$ cat config.mk
export PLATFORM = sky130hd
export DESIGN_NAME = sfrwb_bank
export DESIGN_NICKNAME = d
export VERILOG_FILES = /design/src/rtl/sfrwb_pkg.sv /design/src/rtl/sfrwb_bank.sv /design/src/rtl/sfrwb_pin_sync.sv
export SDC_FILE = /design/constraint.sdc
export NUM_CORES = 1
export LEC_CHECK = 0
export BUFFER_PORTS_ARGS = -buffer_cell sky130_fd_sc_hd__buf_2
export CORE_MARGIN = 10
export CORE_UTILIZATION = 40
export CTS_CLUSTER_DIAMETER = 50
export CTS_CLUSTER_SIZE = 40
export DETAILED_ROUTE_END_ITERATION = 8
export HOLD_SLACK_MARGIN = 0.02
export SLEW_MARGIN = 20
export SYNTH_ARGS = -nofsm -noshare
export SYNTH_HDL_FRONTEND = slang
export SYNTH_SLANG_ARGS = --single-unit
$ cat constraint.sdc
create_clock -name hclk -period 6.4 [get_ports hclk]
set_clock_uncertainty 0.2 [all_clocks]
set_input_delay 1.28 -clock hclk [delete_from_list [all_inputs] [get_ports hclk]]
set_output_delay 1.28 -clock hclk [all_outputs]
set_load 0.005 [all_outputs]
$ cat src/rtl/sfrwb_pkg.sv
// package: register indexes, field masks, reset values and carrier types of the window-switching bank
package sfrwb_pkg;

  // ------------------------------------------------------------
  // register indexes (byte address is four times the index)
  // ------------------------------------------------------------
  localparam int IDX_W = 6;                                    // index field width
  localparam int IDX_LSB = 2;                                  // index starts at address bit 2
  localparam logic [IDX_W-1:0] IDX_ZERO_LO = 6'h00;            // zero constant, low byte
  localparam logic [IDX_W-1:0] IDX_ZERO_HI = 6'h01;            // zero constant, high byte
  localparam logic [IDX_W-1:0] IDX_CONV_LO = 6'h02;            // converter result lo / command
  localparam logic [IDX_W-1:0] IDX_CONV_HI = 6'h03;            // converter result hi / capture mode
  localparam logic [IDX_W-1:0] IDX_EVT_LO = 6'h04;             // captured / scheduled time lo
  localparam logic [IDX_W-1:0] IDX_EVT_HI = 6'h05;             // captured / scheduled time hi
  localparam logic [IDX_W-1:0] IDX_CAP_STATUS = 6'h06;         // capture status / scheduled command
  localparam logic [IDX_W-1:0] IDX_SERIAL_BUF = 6'h07;         // receive / transmit buffer
  localparam logic [IDX_W-1:0] IDX_IEN_LO = 6'h08;             // interrupt enable low
  localparam logic [IDX_W-1:0] IDX_IPEND_LO = 6'h09;           // interrupt pending low
  localparam logic [IDX_W-1:0] IDX_TMR_A_LO = 6'h0A;           // first timer lo / watchdog restart
  localparam logic [IDX_W-1:0] IDX_TMR_A_HI = 6'h0B;           // first timer hi / io control third
  localparam logic [IDX_W-1:0] IDX_TMR_B_LO = 6'h0C;           // second timer / capture lo
  localparam logic [IDX_W-1:0] IDX_TMR_B_HI = 6'h0D;           // second timer / capture hi
  localparam logic [IDX_W-1:0] IDX_PIN_IN = 6'h0E;             // first port input / baud divisor
  localparam logic [IDX_W-1:0] IDX_PORT_B = 6'h0F;             // second port
  localparam logic [IDX_W-1:0] IDX_SER_STATUS = 6'h11;         // serial status / serial control
  localparam logic [IDX_W-1:0] IDX_IEN_HI = 6'h13;             // interrupt enable high
  localparam logic [IDX_W-1:0] IDX_WINDOW = 6'h14;             // window select
  localparam logic [IDX_W-1:0] IDX_IOST_A = 6'h15;             // io status first / io control first
  localparam logic [IDX_W-1:0] IDX_IOST_B = 6'h16;             // io status second / io control second
  localparam logic [IDX_W-1:0] IDX_IOST_C = 6'h17;             // io status third / duty cycle
  localparam int NUM_IDX = 26;                                 // indexes 00..19 hex

  // ------------------------------------------------------------
  // windows, field masks and reset values
  // ------------------------------------------------------------
  localparam logic [3:0] WIN_ALT = 4'hF;                       // alternate view
  localparam logic [7:0] CAP_PIN_MASK = 8'hAA;                 // capture status pin-level bits 1,3,5,7
  localparam logic [7:0] IOST_WR_MASK = 8'h3F;                 // bits 6,7 ignore writes
  localparam logic [7:0] FLUSH_MASK = 8'h80;                   // table flush strobe bit
  localparam logic [7:0] TCLR_MASK = 8'h02;                    // second timer clear strobe bit
  localparam logic [7:0] WIN_MASK = 8'h0F;                     // window field of window select
  localparam logic [7:0] RX_DONE_MASK = 8'h40;                 // receive_done_flag in serial status
  localparam logic [7:0] TX_DONE_MASK = 8'h20;                 // transmit_done_flag in serial status
  localparam logic [7:0] REG_RST = 8'h00;                      // reset value of every byte
  localparam logic [7:0] RSVD_READ = 8'h00;                    // value read from reserved places

  // ------------------------------------------------------------
  // carrier types
  // ------------------------------------------------------------
  typedef struct packed {
    logic [5:0] sched_pins;                                    // output scheduler pin levels
    logic table_flush;                                         // scheduler_table_flush pulse
    logic t2_clear;                                            // second_timer_clear_strobe pulse
    logic serial_irq;                                          // hardware flag set event pulse
  } sfrwb_periph_s;

  typedef struct packed {
    logic [7:0] window_sel;                                    // window select byte
    logic [7:0] enable_high;                                   // interrupt enable high byte
  } sfrwb_ctx_s;

endpackage : sfrwb_pkg
$ cat src/rtl/sfrwb_bank.sv
// special-function register bank with two switchable views, reached over AHB-Lite
// ------------------------------------------------------------
// Summary of operation
// - only windows 0 and 15 act
// - window 0: shared offset reads one, writes another
// - window 15 swaps read-only and write-only sides
// - window 15: 0C/0D reach second timer capture
// - window 15: 02 reads command, writes load result
// - window 15: 03 reads capture mode setting
// - window 15: capture time writable, scheduler holding readable
// - window 15: capture status keeps pin bits 1,3,5,7
// - window 15: 07 write receive, read transmit
// - window 15: 0A reads watchdog high, writes timer
// - io control readback; two strobe bits read one
// - window 15: 0E has no function
// - window 15: second port fully blocked
// - window 15: serial status set without interrupt
// - window 15: 11 reads serial control byte
// - window 15: 15 drives scheduler pins, bits 6-7 ignored
// - window 15: 16/17 set status, no interrupt
// - window 15: 17 reads duty cycle value
// - reserved places read zero, never written
// - push/pop all saves window and enable high
// ------------------------------------------------------------
//
// Added by the designer: the AHB-Lite interface to the registers.
`timescale 1ns/1ns
module sfrwb_bank
  import sfrwb_pkg::*;
#(
  parameter int ADDR_W = 32
) (
  input wire logic hclk,                     // bank clock, 50 MHz
  input wire logic hresetn,                  // async reset, active low
  input wire logic hsel,                     // slave select
  input wire logic [ADDR_W-1:0] haddr,       // byte address
  input wire logic [1:0] htrans,             // transfer type
  input wire logic hwrite,                   // write when high
  input wire logic [2:0] hsize,              // transfer size, word only
  input wire logic hready,                   // bus ready
  input wire logic [31:0] hwdata,            // write data
  output logic hreadyout,                    // slave ready
  output logic hresp,                        // always okay
  output logic [31:0] hrdata,                // read data
  input wire logic [3:0] capture_pins,       // capture input pin levels, async
  input wire logic [7:0] port_pins,          // first port pin levels, async
  input wire logic [7:0] wdt_high,           // watchdog_counter upper byte
  input wire logic tx_done_set,              // serial transmitter finished, pulse
  input wire logic rx_done_set,              // serial receiver finished, pulse
  input wire logic push_all_context,         // core saves context, pulse
  input wire logic pop_all_context,          // core restores context, pulse
  input wire sfrwb_ctx_s ctx_restore,        // context restored on pop
  output sfrwb_ctx_s ctx_saved,              // context captured on push
  output sfrwb_periph_s periph,              // pins and strobes to peripherals
  output logic [7:0] window_select           // current window select byte
);

  // ------------------------------------------------------------
  // state
  // ------------------------------------------------------------
  typedef struct packed {
    logic [NUM_IDX-1:0][7:0] rd_side;        // read side, also home of read/write registers
    logic [NUM_IDX-1:0][7:0] wr_side;        // write side of shared offsets
    logic [1:0][7:0] second_timer_capture;             // second_timer_capture bytes
    logic wr_pend;                           // write data phase in progress
    logic wr_ok;                             // pending write hits a mapped index
    logic [IDX_W-1:0] wr_idx;                // pending write index
    logic [31:0] hrdata;                     // read data register
    logic hready;                            // ready register
    logic hresp;                             // response register
    sfrwb_periph_s periph;                   // peripheral outputs
    sfrwb_ctx_s ctx;                         // saved context
  } sfrwb_state_s;

  sfrwb_state_s st_q;
  sfrwb_state_s st_d;
  logic [11:0] pins_sync;                    // synchronised pin levels
  logic [3:0] cap_pins;                      // capture pins, settled
  logic [7:0] port_in;                       // port pins, settled

  // refuse an address too narrow to hold the index field
  if (ADDR_W < IDX_LSB + IDX_W) begin : g_bad_addr_w
    $error("sfrwb_bank: ADDR_W too small");
  end

  // ------------------------------------------------------------
  // pin synchronisers
  // ------------------------------------------------------------
  sfrwb_pin_sync #(.WIDTH(12)) u_sync (
    .hclk(hclk),
    .hresetn(hresetn),
    .async_in({capture_pins, port_pins}),
    .sync_out(pins_sync)
  );
  assign cap_pins = pins_sync[11:8];
  assign port_in = pins_sync[7:0];

  // ------------------------------------------------------------
  // decode helpers
  // ------------------------------------------------------------
  // offset with separate read and write registers in window 0
  function automatic logic is_shared(input logic [IDX_W-1:0] idx);
    case (idx)
      IDX_CONV_LO, IDX_CONV_HI, IDX_EVT_LO, IDX_EVT_HI, IDX_CAP_STATUS, IDX_SERIAL_BUF,
      IDX_TMR_A_LO, IDX_TMR_A_HI, IDX_PIN_IN, IDX_SER_STATUS,
      IDX_IOST_A, IDX_IOST_B, IDX_IOST_C: is_shared = 1'b1;
      default: is_shared = 1'b0;
    endcase
  endfunction : is_shared

  // word address inside the bank and aligned; the zero register counts as mapped
  function automatic logic addr_mapped(input logic [ADDR_W-1:0] a);
    logic [IDX_W-1:0] idx;
    idx = a[IDX_LSB +: IDX_W];
    addr_mapped = (a[1:0] == 2'h0) && ((a >> (IDX_LSB + IDX_W)) == '0)
                  && (int'(idx) < NUM_IDX);
  endfunction : addr_mapped

  // window 15 is the only alternate; any other value acts as window 0
  function automatic logic alt_view(input logic [7:0] wsel);
    alt_view = (wsel[3:0] == WIN_ALT);
  endfunction : alt_view

  // ------------------------------------------------------------
  // read value of one index in the current window
  // ------------------------------------------------------------
  function automatic logic [7:0] read_byte(input sfrwb_state_s s, input logic [IDX_W-1:0] idx,
                                           input logic [3:0] cpin, input logic [7:0] pin,
                                           input logic [7:0] wdt);
    logic [7:0] v;
    v = s.rd_side[idx];
    if (idx == IDX_ZERO_LO || idx == IDX_ZERO_HI) begin
      v = REG_RST;
    end else if (!alt_view(s.rd_side[IDX_WINDOW])) begin
      // normal view: read side of shared offsets
      if (idx == IDX_PIN_IN) begin
        v = pin;
      end else if (idx == IDX_CAP_STATUS) begin
        v = (s.rd_side[idx] & ~CAP_PIN_MASK)
            | ({cpin[3], 1'b0, cpin[2], 1'b0, cpin[1], 1'b0, cpin[0], 1'b0} & CAP_PIN_MASK);
      end else begin
        v = s.rd_side[idx];
      end
    end else begin
      case (idx)
        IDX_TMR_B_LO: v = s.second_timer_capture[0];
        IDX_TMR_B_HI: v = s.second_timer_capture[1];
        IDX_PIN_IN: v = RSVD_READ;
        IDX_PORT_B: v = RSVD_READ;
        IDX_TMR_A_LO: v = wdt;
        IDX_TMR_A_HI: v = s.wr_side[idx] | FLUSH_MASK;
        IDX_IOST_A: v = s.wr_side[idx] | TCLR_MASK;
        default: begin
          // command, mode, holding registers, tx buffer, serial control, duty cycle
          if (is_shared(idx)) v = s.wr_side[idx];
          else v = s.rd_side[idx];
        end
      endcase
    end
    read_byte = v;
  endfunction : read_byte

  // ------------------------------------------------------------
  // next-state logic
  // ------------------------------------------------------------
  // writes take one wait state so a following read sees the new value
  always_comb begin
    logic [7:0] wd;
    logic [IDX_W-1:0] wi;
    logic alt;
    wd = hwdata[7:0];
    wi = st_q.wr_idx;
    alt = alt_view(st_q.rd_side[IDX_WINDOW]);
    st_d = st_q;
    st_d.periph.table_flush = 1'b0;                            // strobes last one cycle
    st_d.periph.t2_clear = 1'b0;
    st_d.periph.serial_irq = 1'b0;
    st_d.hresp = 1'b0;

    // address phase
    if (st_q.wr_pend) begin
      st_d.wr_pend = 1'b0;
      st_d.hready = 1'b1;
    end else if (hsel && hready && htrans[1]) begin
      if (hwrite) begin
        st_d.wr_pend = 1'b1;
        st_d.wr_ok = addr_mapped(haddr);
        st_d.wr_idx = haddr[IDX_LSB +: IDX_W];
        st_d.hready = 1'b0;
      end else if (addr_mapped(haddr)) begin
        st_d.hrdata = {24'h000000,
                       read_byte(st_q, haddr[IDX_LSB +: IDX_W], cap_pins, port_in, wdt_high)};
      end else begin
        st_d.hrdata = 32'h00000000;                            // unmapped reads zero
      end
    end

    // data phase of a write
    if (st_q.wr_pend && st_q.wr_ok && wi != IDX_ZERO_LO && wi != IDX_ZERO_HI) begin
      if (!alt) begin
        case (wi)
          IDX_TMR_A_HI: begin
            st_d.wr_side[wi] = wd & ~FLUSH_MASK;
            st_d.periph.table_flush = wd[7];
          end
          IDX_IOST_A: begin
            st_d.wr_side[wi] = wd & ~TCLR_MASK;
            st_d.periph.t2_clear = wd[1];
          end
          IDX_WINDOW: st_d.rd_side[wi] = wd & WIN_MASK;
          default: begin
            if (is_shared(wi)) st_d.wr_side[wi] = wd;
            else st_d.rd_side[wi] = wd;
          end
        endcase
      end else begin
        case (wi)
          IDX_TMR_B_LO: st_d.second_timer_capture[0] = wd;
          IDX_TMR_B_HI: st_d.second_timer_capture[1] = wd;
          IDX_PIN_IN, IDX_PORT_B: begin
            // reserved here: written data is dropped
          end
          IDX_CAP_STATUS: st_d.rd_side[wi] = wd & ~CAP_PIN_MASK;
          IDX_SER_STATUS: st_d.rd_side[wi] = st_q.rd_side[wi] | wd;
          IDX_IOST_A: begin
            st_d.rd_side[wi] = (st_q.rd_side[wi] & ~IOST_WR_MASK) | (wd & IOST_WR_MASK);
            st_d.periph.sched_pins = wd[5:0];
          end
          IDX_IOST_B: st_d.rd_side[wi] = st_q.rd_side[wi] | (wd & IOST_WR_MASK);
          IDX_IOST_C: st_d.rd_side[wi] = st_q.rd_side[wi] | wd;
          IDX_WINDOW: st_d.rd_side[wi] = wd & WIN_MASK;
          default: st_d.rd_side[wi] = wd;
        endcase
      end
    end

    // hardware flags are set after the bus write, so a set is never lost
    if (tx_done_set || rx_done_set) begin
      st_d.rd_side[IDX_SER_STATUS] = st_d.rd_side[IDX_SER_STATUS]
                                     | (tx_done_set ? TX_DONE_MASK : REG_RST)
                                     | (rx_done_set ? RX_DONE_MASK : REG_RST);
      st_d.periph.serial_irq = 1'b1;                           // only hardware sets interrupt
    end

    // context save and restore of window select and enable high
    if (push_all_context) begin
      st_d.ctx.window_sel = st_q.rd_side[IDX_WINDOW];
      st_d.ctx.enable_high = st_q.rd_side[IDX_IEN_HI];
    end
    if (pop_all_context) begin
      st_d.rd_side[IDX_WINDOW] = ctx_restore.window_sel & WIN_MASK;
      st_d.rd_side[IDX_IEN_HI] = ctx_restore.enable_high;
    end
  end

  // ------------------------------------------------------------
  // state register
  // ------------------------------------------------------------
  // everything clears to zero; the bus is ready straight after reset
  always_ff @(posedge hclk or negedge hresetn) begin
    if (!hresetn) begin
      st_q <= '0;
      st_q.hready <= 1'b1;
    end else begin
      st_q <= st_d;
    end
  end

  // ------------------------------------------------------------
  // outputs, each straight from the state register
  // ------------------------------------------------------------
  assign hreadyout = st_q.hready;
  assign hresp = st_q.hresp;
  assign hrdata = st_q.hrdata;
  assign ctx_saved = st_q.ctx;
  assign periph = st_q.periph;
  assign window_select = st_q.rd_side[IDX_WINDOW];

endmodule : sfrwb_bank

$ cat src/rtl/sfrwb_pin_sync.sv
// two-stage synchroniser for pin levels entering the bank clock domain
`timescale 1ns/1ns
module sfrwb_pin_sync #(
  parameter int WIDTH = 12
) (
  input wire logic hclk,                     // bank clock
  input wire logic hresetn,                  // async reset, active low
  input wire logic [WIDTH-1:0] async_in,     // raw pin levels
  output logic [WIDTH-1:0] sync_out          // levels safe to use
);

  // ------------------------------------------------------------
  // state
  // ------------------------------------------------------------
  typedef struct packed {
    logic [WIDTH-1:0] stage1;                // metastable stage, read only by stage2
    logic [WIDTH-1:0] stage2;                // settled stage
  } sfrwb_sync_s;

  sfrwb_sync_s st_q;
  sfrwb_sync_s st_d;

  // refuse an empty synchroniser
  if (WIDTH < 1) begin : g_bad_width
    $error("sfrwb_pin_sync: WIDTH must be at least 1");
  end

  // shift pins through two stages
  always_comb begin
    st_d = st_q;
    st_d.stage1 = async_in;
    st_d.stage2 = st_q.stage1;
  end

  // clear both stages under reset
  always_ff @(posedge hclk or negedge hresetn) begin
    if (!hresetn) begin
      st_q <= '0;
    end else begin
      st_q <= st_d;
    end
  end

  assign sync_out = st_q.stage2;

endmodule : sfrwb_pin_sync

Word-level counts from Yosys, hierarchy flattened
Memories as Yosys holds them, arrays and structs flattened.
Cells that the tools add are included.
{ "classes": {"magnitude_cmp": 4, "eq_ne": 28, "mux": 62, "bitwise_logic": 10, "n_reduce_logical": 33} }
{ "op_table": {"columns": ["cell", "n"], "rows": [
  ["208-bit bitwise mux", 9],
  ["208-bit one-hot mux with 6 select lines", 1],
  ["208-bit 2-to-1 mux", 4],
  ["208-bit one-hot mux with 3 select lines", 1],
  ["208-bit one-hot mux with 2 select lines", 1],
  ["392-bit 2-to-1 mux", 1],
  ["8-bit binary-select mux with 5-bit select", 3],
  ["8-bit 2-to-1 mux", 14],
  ["6-bit by 4-bit == test with 1-bit output (second input constant)", 11],
  ["8-bit one-hot mux with 6 select lines", 1],
  ["41-bit 2-to-1 mux", 1],
  ["8-bit demux with 5-bit select", 1],
  ["6-bit by 5-bit == test with 1-bit output (second input constant)", 6],
  ["32-bit zero test", 1],
  ["16-bit 2-to-1 mux", 2],
  ["32-bit 2-to-1 mux", 1],
  ["8-bit by 6-bit OR with 8-bit output", 3],
  ["1-bit 2-to-1 mux", 18],
  ["3-bit AND reduction", 5],
  ["6-bit by 3-bit == test with 1-bit output (second input constant)", 2],
  ["6-bit < comparator (second input constant)", 2],
  ["4-bit AND reduction", 3],
  ["1-bit logical AND", 8],
  ["7-bit by 8-bit OR with 8-bit output", 1],
  ["28 further kinds", 37]
]} }
{ "word_totals": {"regBits": 522, "romBits": 64, "inputBits": 114, "output_inout_bits": 67, "elab_cells": 206, "mem_count": 2} }
{ "memory_table": {"columns": ["memory", "depth", "word_bits", "rd", "rd_ports_with_merged_regs", "write_ports", "line", "source"], "rows": [
  ["(no name shown)", 32, 1, 1, 0, 0, "sfrwb_bank.sv:103", "case (idx)"],
  ["(no name shown)", 32, 1, 1, 0, 0, "sfrwb_bank.sv:103", null]
]} }

Depth between registers and ports, before layout
{ "depth": {"depth_word": 17, "ltp_mapped": 12, "ltp_nobuf": 7} }

Cells and area by module
Synthesis repeated with hierarchy kept, for this count alone.
{ "hier_totals": {"hier_cells": 2456, "area_unflattened_um2": 26166.3} }
{ "by_module_without_submodules": {"columns": ["module", "instances", "cells_each", "area_per_inst_um2", "seq_area_each_um2"], "rows": [
  ["sfrwb_bank", 1, 2432, 25565.8, 11862.6],
  ["sfrwb_pin_sync", 1, 24, 600.6, 600.6]
]} }

Worst setup path before layout
OpenSTA, ideal clock, no wires.
{ "synth_path": {"path_type": "in2reg", "from": "input haddr[2]", "to": "register st_q, in the netlist hrdata[0]", "setup_ps": 122, "arrival_ps": 3105, "required_time_ps": 6078, "setup_slack_ps": 2973, "stages": 9, "n_path_buf": 3, "path_cell_list": "buf_6 -> buf_6 -> buf_6 -> mux2_2 -> a221o_1 -> or2_2 -> o2111ai_1 -> nand3_1 -> a32o_1"} }
{ "synth_between": {"elab_chain_cells": 14, "word_cells_on_any_way": 35, "cone_classes": "1 x order compare; 9 x eq/ne; 19 x mux; 1 x bitwise; 4 x reduce/logical; 1 x memory"} }
{ "synth_rtl": {"columns": ["item", "line", "source"], "rows": [
  ["from (decl)", "sfrwb_bank.sv:36", "input wire logic [ADDR_W-1:0] haddr,"],
  ["memory read 32 x 1 bit", null, null],
  ["1-bit 2-to-1 mux", "sfrwb_bank.sv:103", null],
  ["1-bit 2-to-1 mux", "sfrwb_bank.sv:145", "case (idx)"],
  ["1-bit 2-to-1 mux", "sfrwb_bank.sv:134", "end else if (!alt_view(s.rd_side[IDX_WINDOW])) begin"],
  ["1-bit 2-to-1 mux", "sfrwb_bank.sv:132", "if (idx == IDX_ZERO_LO || idx == IDX_ZERO_HI) begin"],
  ["1-bit 2-to-1 mux", "sfrwb_bank.sv:190", "end else if (addr_mapped(haddr)) begin"],
  ["1-bit 2-to-1 mux", "sfrwb_bank.sv:185", "if (hwrite) begin"],
  ["1-bit 2-to-1 mux", "sfrwb_bank.sv:184", "end else if (hsel && hready && htrans[1]) begin"],
  ["1-bit 2-to-1 mux", "sfrwb_bank.sv:181", "if (st_q.wr_pend) begin"],
  ["8-bit 2-to-1 mux", "sfrwb_bank.sv:155", "if (is_shared(idx)) v = s.wr_side[idx];"],
  ["8-bit one-hot mux with 6 select lines", "sfrwb_bank.sv:145", null],
  ["8-bit 2-to-1 mux", "sfrwb_bank.sv:134", null],
  ["8-bit 2-to-1 mux", "sfrwb_bank.sv:132", null],
  ["8-bit 2-to-1 mux *", "sfrwb_bank.sv:190", null],
  ["to (signal assigned)", "sfrwb_bank.sv:265", "st_q <= st_d;"],
  ["to (decl)", "sfrwb_bank.sv:75", "sfrwb_state_s st_q;"]
]} }
Every way passes the cells marked *; elsewhere a longest branch is shown, timed or not. The select of a mux whose other input is x is not followed.
A chain may end at the register's enable or synchronous reset.

Worst setup path in the final report
{ "layout_path": {"from": "register st_q[59] (netlist bit)", "to": "register st_q[388] (netlist bit)"} }
{ "layout_between": {"elab_chain_cells": 8, "word_cells_on_any_way": 46, "cone_classes": "2 x order compare; 15 x eq/ne; 18 x mux; 2 x bitwise; 8 x reduce/logical; 1 x memory"} }
{ "layout_rtl": {"columns": ["item", "line", "source"], "rows": [
  ["6-bit by 1-bit greater-or-equal comparator with 1-bit output (implied by the code) or 6-bit < comparator (tied branches)", null, null],
  ["1-bit logical AND (implied by the code)", null, null],
  ["8-bit 2-to-1 mux (implied by the code)", null, null],
  ["8-bit demux with 5-bit select", null, null],
  ["208-bit bitwise mux", "sfrwb_bank.sv:213, sfrwb_bank.sv:232", null],
  ["208-bit 2-to-1 mux", "sfrwb_bank.sv:212", "if (is_shared(wi)) st_d.wr_side[wi] = wd;"],
  ["208-bit one-hot mux with 2 select lines", "sfrwb_bank.sv:201", "case (wi)"],
  ["208-bit 2-to-1 mux", "sfrwb_bank.sv:200", "if (!alt) begin"]
]} }
Several ways; a longest one is shown, not always the timed one. The select of a mux whose other input is x is not followed.

==> flow_summary_export.csv <==
group,metric,value,unit
synthesis,synth_top_flop_cell,"dfrtp_1",
worst_setup_path,r2r_cells,9,
die,initial_core_util,40.4,%
synthesis,synth_warnings,0,
clock_tree,cts_buffers,46,
synthesis,yosysSeqAreaShare,47.9,%
clock_tree,clock_sinks,498,
final_layout,stdcell_area,28100,um^2
worst_setup_path,rr_startpoint,"st_q[59]",
final_layout,layout_common_cells,"495 x dfrtp_1, 175 x o21ai_0, 162 x nand2_1, 130 x mux4_2, 121 x mux2_2",
worst_setup_path,critPathRequiredTime,6.68,ns
timing,max_freq,0.225,GHz
place,placed_area,26500,um^2
routing,drt-initial-drc-count,2555,
worst_setup_path,crit_fanout,32,
worst_setup_path,cp-endpoint,"st_q[388]",
timing,rsz0062_at_grt,"false",
clock_tree,cts_tree,"done",
clock_tree,hold_buffers,0,
synthesis,postSynth.asyncResetShare,100,%
final_layout,drive_gt1_share,26.0,%
place,dp_hpwl,62200,um
power_and_ir_drop,power_leakage,12.4,nW
clock_tree,cts_setup_buffers,0,
global_routing,grt_usage,23.7,%
place,place_congestion,0.960,
final_layout,finalCoreUtilization,43.7,%
routing,via_per_inst,6.28,
global_routing,grt_pass1_wl,134000,um
clock_tree,clk_pin_slew,0.08,ns
global_routing,grt_pass1_vias,19400,
synthesis,synth.ff_latch_count,498,
clock_tree,h-tree-depth,2,
hold_path,hold_path_class,"reg2reg",
final_layout,fillers,5958,
place,io_buffers,123,
global_routing,grt-ovfl-total,0,
timing,setup_viol,0,
timing,max_slew_margin,23.0,%
timing,min_period,4.45,ns
timing,holdWs,0.152,ns
routing,dr.pass1.iters,8,
timing,tns,0,ns
synthesis,avgSynthCellArea,11.4,um^2
power_and_ir_drop,p_per_area,261,nW/um^2
final_layout,syn_to_final_growth,8.22,%
final_layout,antenna_cells,0,
clock_tree,post_cts_resize_count,0,
die,die_w,275,um
global_routing,antenna_found_initial,1,
worst_setup_path,start_kind,"flip-flop",
synthesis,synth_edf_count,0,
global_routing,grt_max_degree,136,
clock_tree,root_buffer,"clkbuf_16",
run_status,status,"completed",
worst_setup_path,reg2reg_to,"st_q[388]",
routing,ant_nets,0,
final_layout,nets,2287,
routing,drc,0,
worst_setup_path,crit_path_start,"st_q[59]",
timing,finalCritPeriodShare,69.5,%
routing,finalWirelength,91300,um
die,io_pins,181,
worst_setup_path,crit_type,"reg2reg",
die,row_count,93,
routing,wl_per_cell,29.8,um
die,dieArea,75600,um^2
die,core_area,64300,um^2
worst_setup_path,rrSetupSlack,1.95,ns
clock_tree,clock_latency,0.61,ns
timing,drv_slew,0,
final_layout,layout_commonest_cell,"dfrtp_1",
routing,dr_total_vias,19200,
power_and_ir_drop,ir_drop,0.000201,V
clock_tree,clk_path_buf_depth,3,
timing,tightest_slew,1.15,ns
synthesis,synth_area,26000,um^2
die,die_height,275,um
flow_run,cap_violations,0,
timing,hold_viol,0,
worst_setup_path,cp.arrival,4.73,ns
synthesis,syn_inst,2271,
worst_setup_path,end_kind,"flip-flop",
synthesis,synth_cell_type_count,96,
[critical path, cell delays in order (launching register included)]
cell       delay [ns]
dfrtp_4          0.72
buf_4            0.41
nor2_1           0.51
nand2_1          0.63
o2111ai_2        0.57
a21boi_2         0.52
nor2b_1          0.19
buf_4            0.23
nand2_1          0.12
a2bb2oi_1        0.20
[state kept, by name (all words and copies together) (netlist names), named ones only]
register         flops
ctx_saved           16
hrdata               8
hreadyout            1
periph               9
st_q               426
u_sync.st_d         12
u_sync.sync_out     12
window_select        8
[Yosys cell counts, types with 12 or more instances]
cell      number  area share, %
mux2i_1       70            2.7
nor2b_1       19           0.46
nor2_1       120            1.7
mux2_1        79            3.4
nand2_1      162            2.3
nor3_1        28           0.54
nor4_1        17           0.41
a21oi_1      104            2.0
o21ai_0      175            3.4
nor2_2        12           0.29
buf_4         77            2.2
a22o_1        24           0.81
inv_1         12           0.17
nand3_1       26           0.50
buf_2         39           0.75
dfrtp_1      497             48
clkbuf_1     211            3.0
o31ai_1       21           0.61
mux2_2       121            5.2
a31oi_1       19           0.46
a22oi_1       25           0.72
o22ai_1       18           0.43
mux4_2       130             11
buf_6         14           0.61
[worst min-delay path by stage]
stage | startpoint | endpoint | depth (start not counted)
after floorplan | u_sync.st_d[0] | u_sync.sync_out[0] | 0
after global placement | u_sync.st_d[6] | u_sync.sync_out[6] | 0
after detailed placement | u_sync.st_d[2] | u_sync.sync_out[2] | 0
after CTS | u_sync.st_d[2] | u_sync.sync_out[2] | 0
after global routing | u_sync.st_d[2] | u_sync.sync_out[2] | 0
final | u_sync.st_d[2] | u_sync.sync_out[2] | 0
[per-layer routing]
| metal | vias up | part of all wire (%) | track usage, % |
|---|---|---|---|
| met3 | 266 | 9.6 | 5.30 |
| li1 | 8029 | - | - |
| met5 | - | 0 | 0 |
| met2 | 1097 | 46 | 37.0 |
| met1 | 9845 | 39 | 30.8 |
| met4 | 0 | 5.4 | 11.9 |
[per-stage QoR]
stage | total power [mW] | cells | setup WS (ns)
after floorplan | 4.01 | 2295 | 2.97
after global placement | 4.44 | 2980 | 1.83
after detailed placement | 4.44 | 2980 | 1.85
after CTS | 7.36 | 3064 | 2.09
after global routing | 7.59 | 3064 | 1.82
final | 7.35 | 3064 | 1.95
[power breakdown]
| group | switching [mW] | leakage (nW) | internal (mW) |
|---|---|---|---|
| clock | 1.42 | 0.786 | 1.51 |
| combinational | 0.771 | 5.24 | 0.376 |
| sequential | 0.0828 | 6.33 | 3.19 |
| total | 2.27 | 12.4 | 5.08 |
[kinds of logic after synthesis]
group / after synthesis / synth area share, %
DFF: 498 / 47.9
muxes: 400 / 22.6
AOI/OAI and AO/OA: 533 / 13.4
xor gates and xnor gates: 1 / 0.0337
buffers and inverters: 363 / 6.94
other: 1 / 0.0144
and+or+nand+nor: 475 / 9.04
[area by class of cell]
cell class,instances,area (um^2),share of cell area (%)
Multi-Input combinational cell,1434,11800,42.1
Timing Repair Buffer,178,1110,3.95
Clock inverter,29,304,1.08
Inverter,15,56.3,0.200
Clock buffer,55,1290,4.58
Sequential cell,498,12500,44.3
Tap cell,855,1070,3.80
Power figures use the tool's default switching activity.
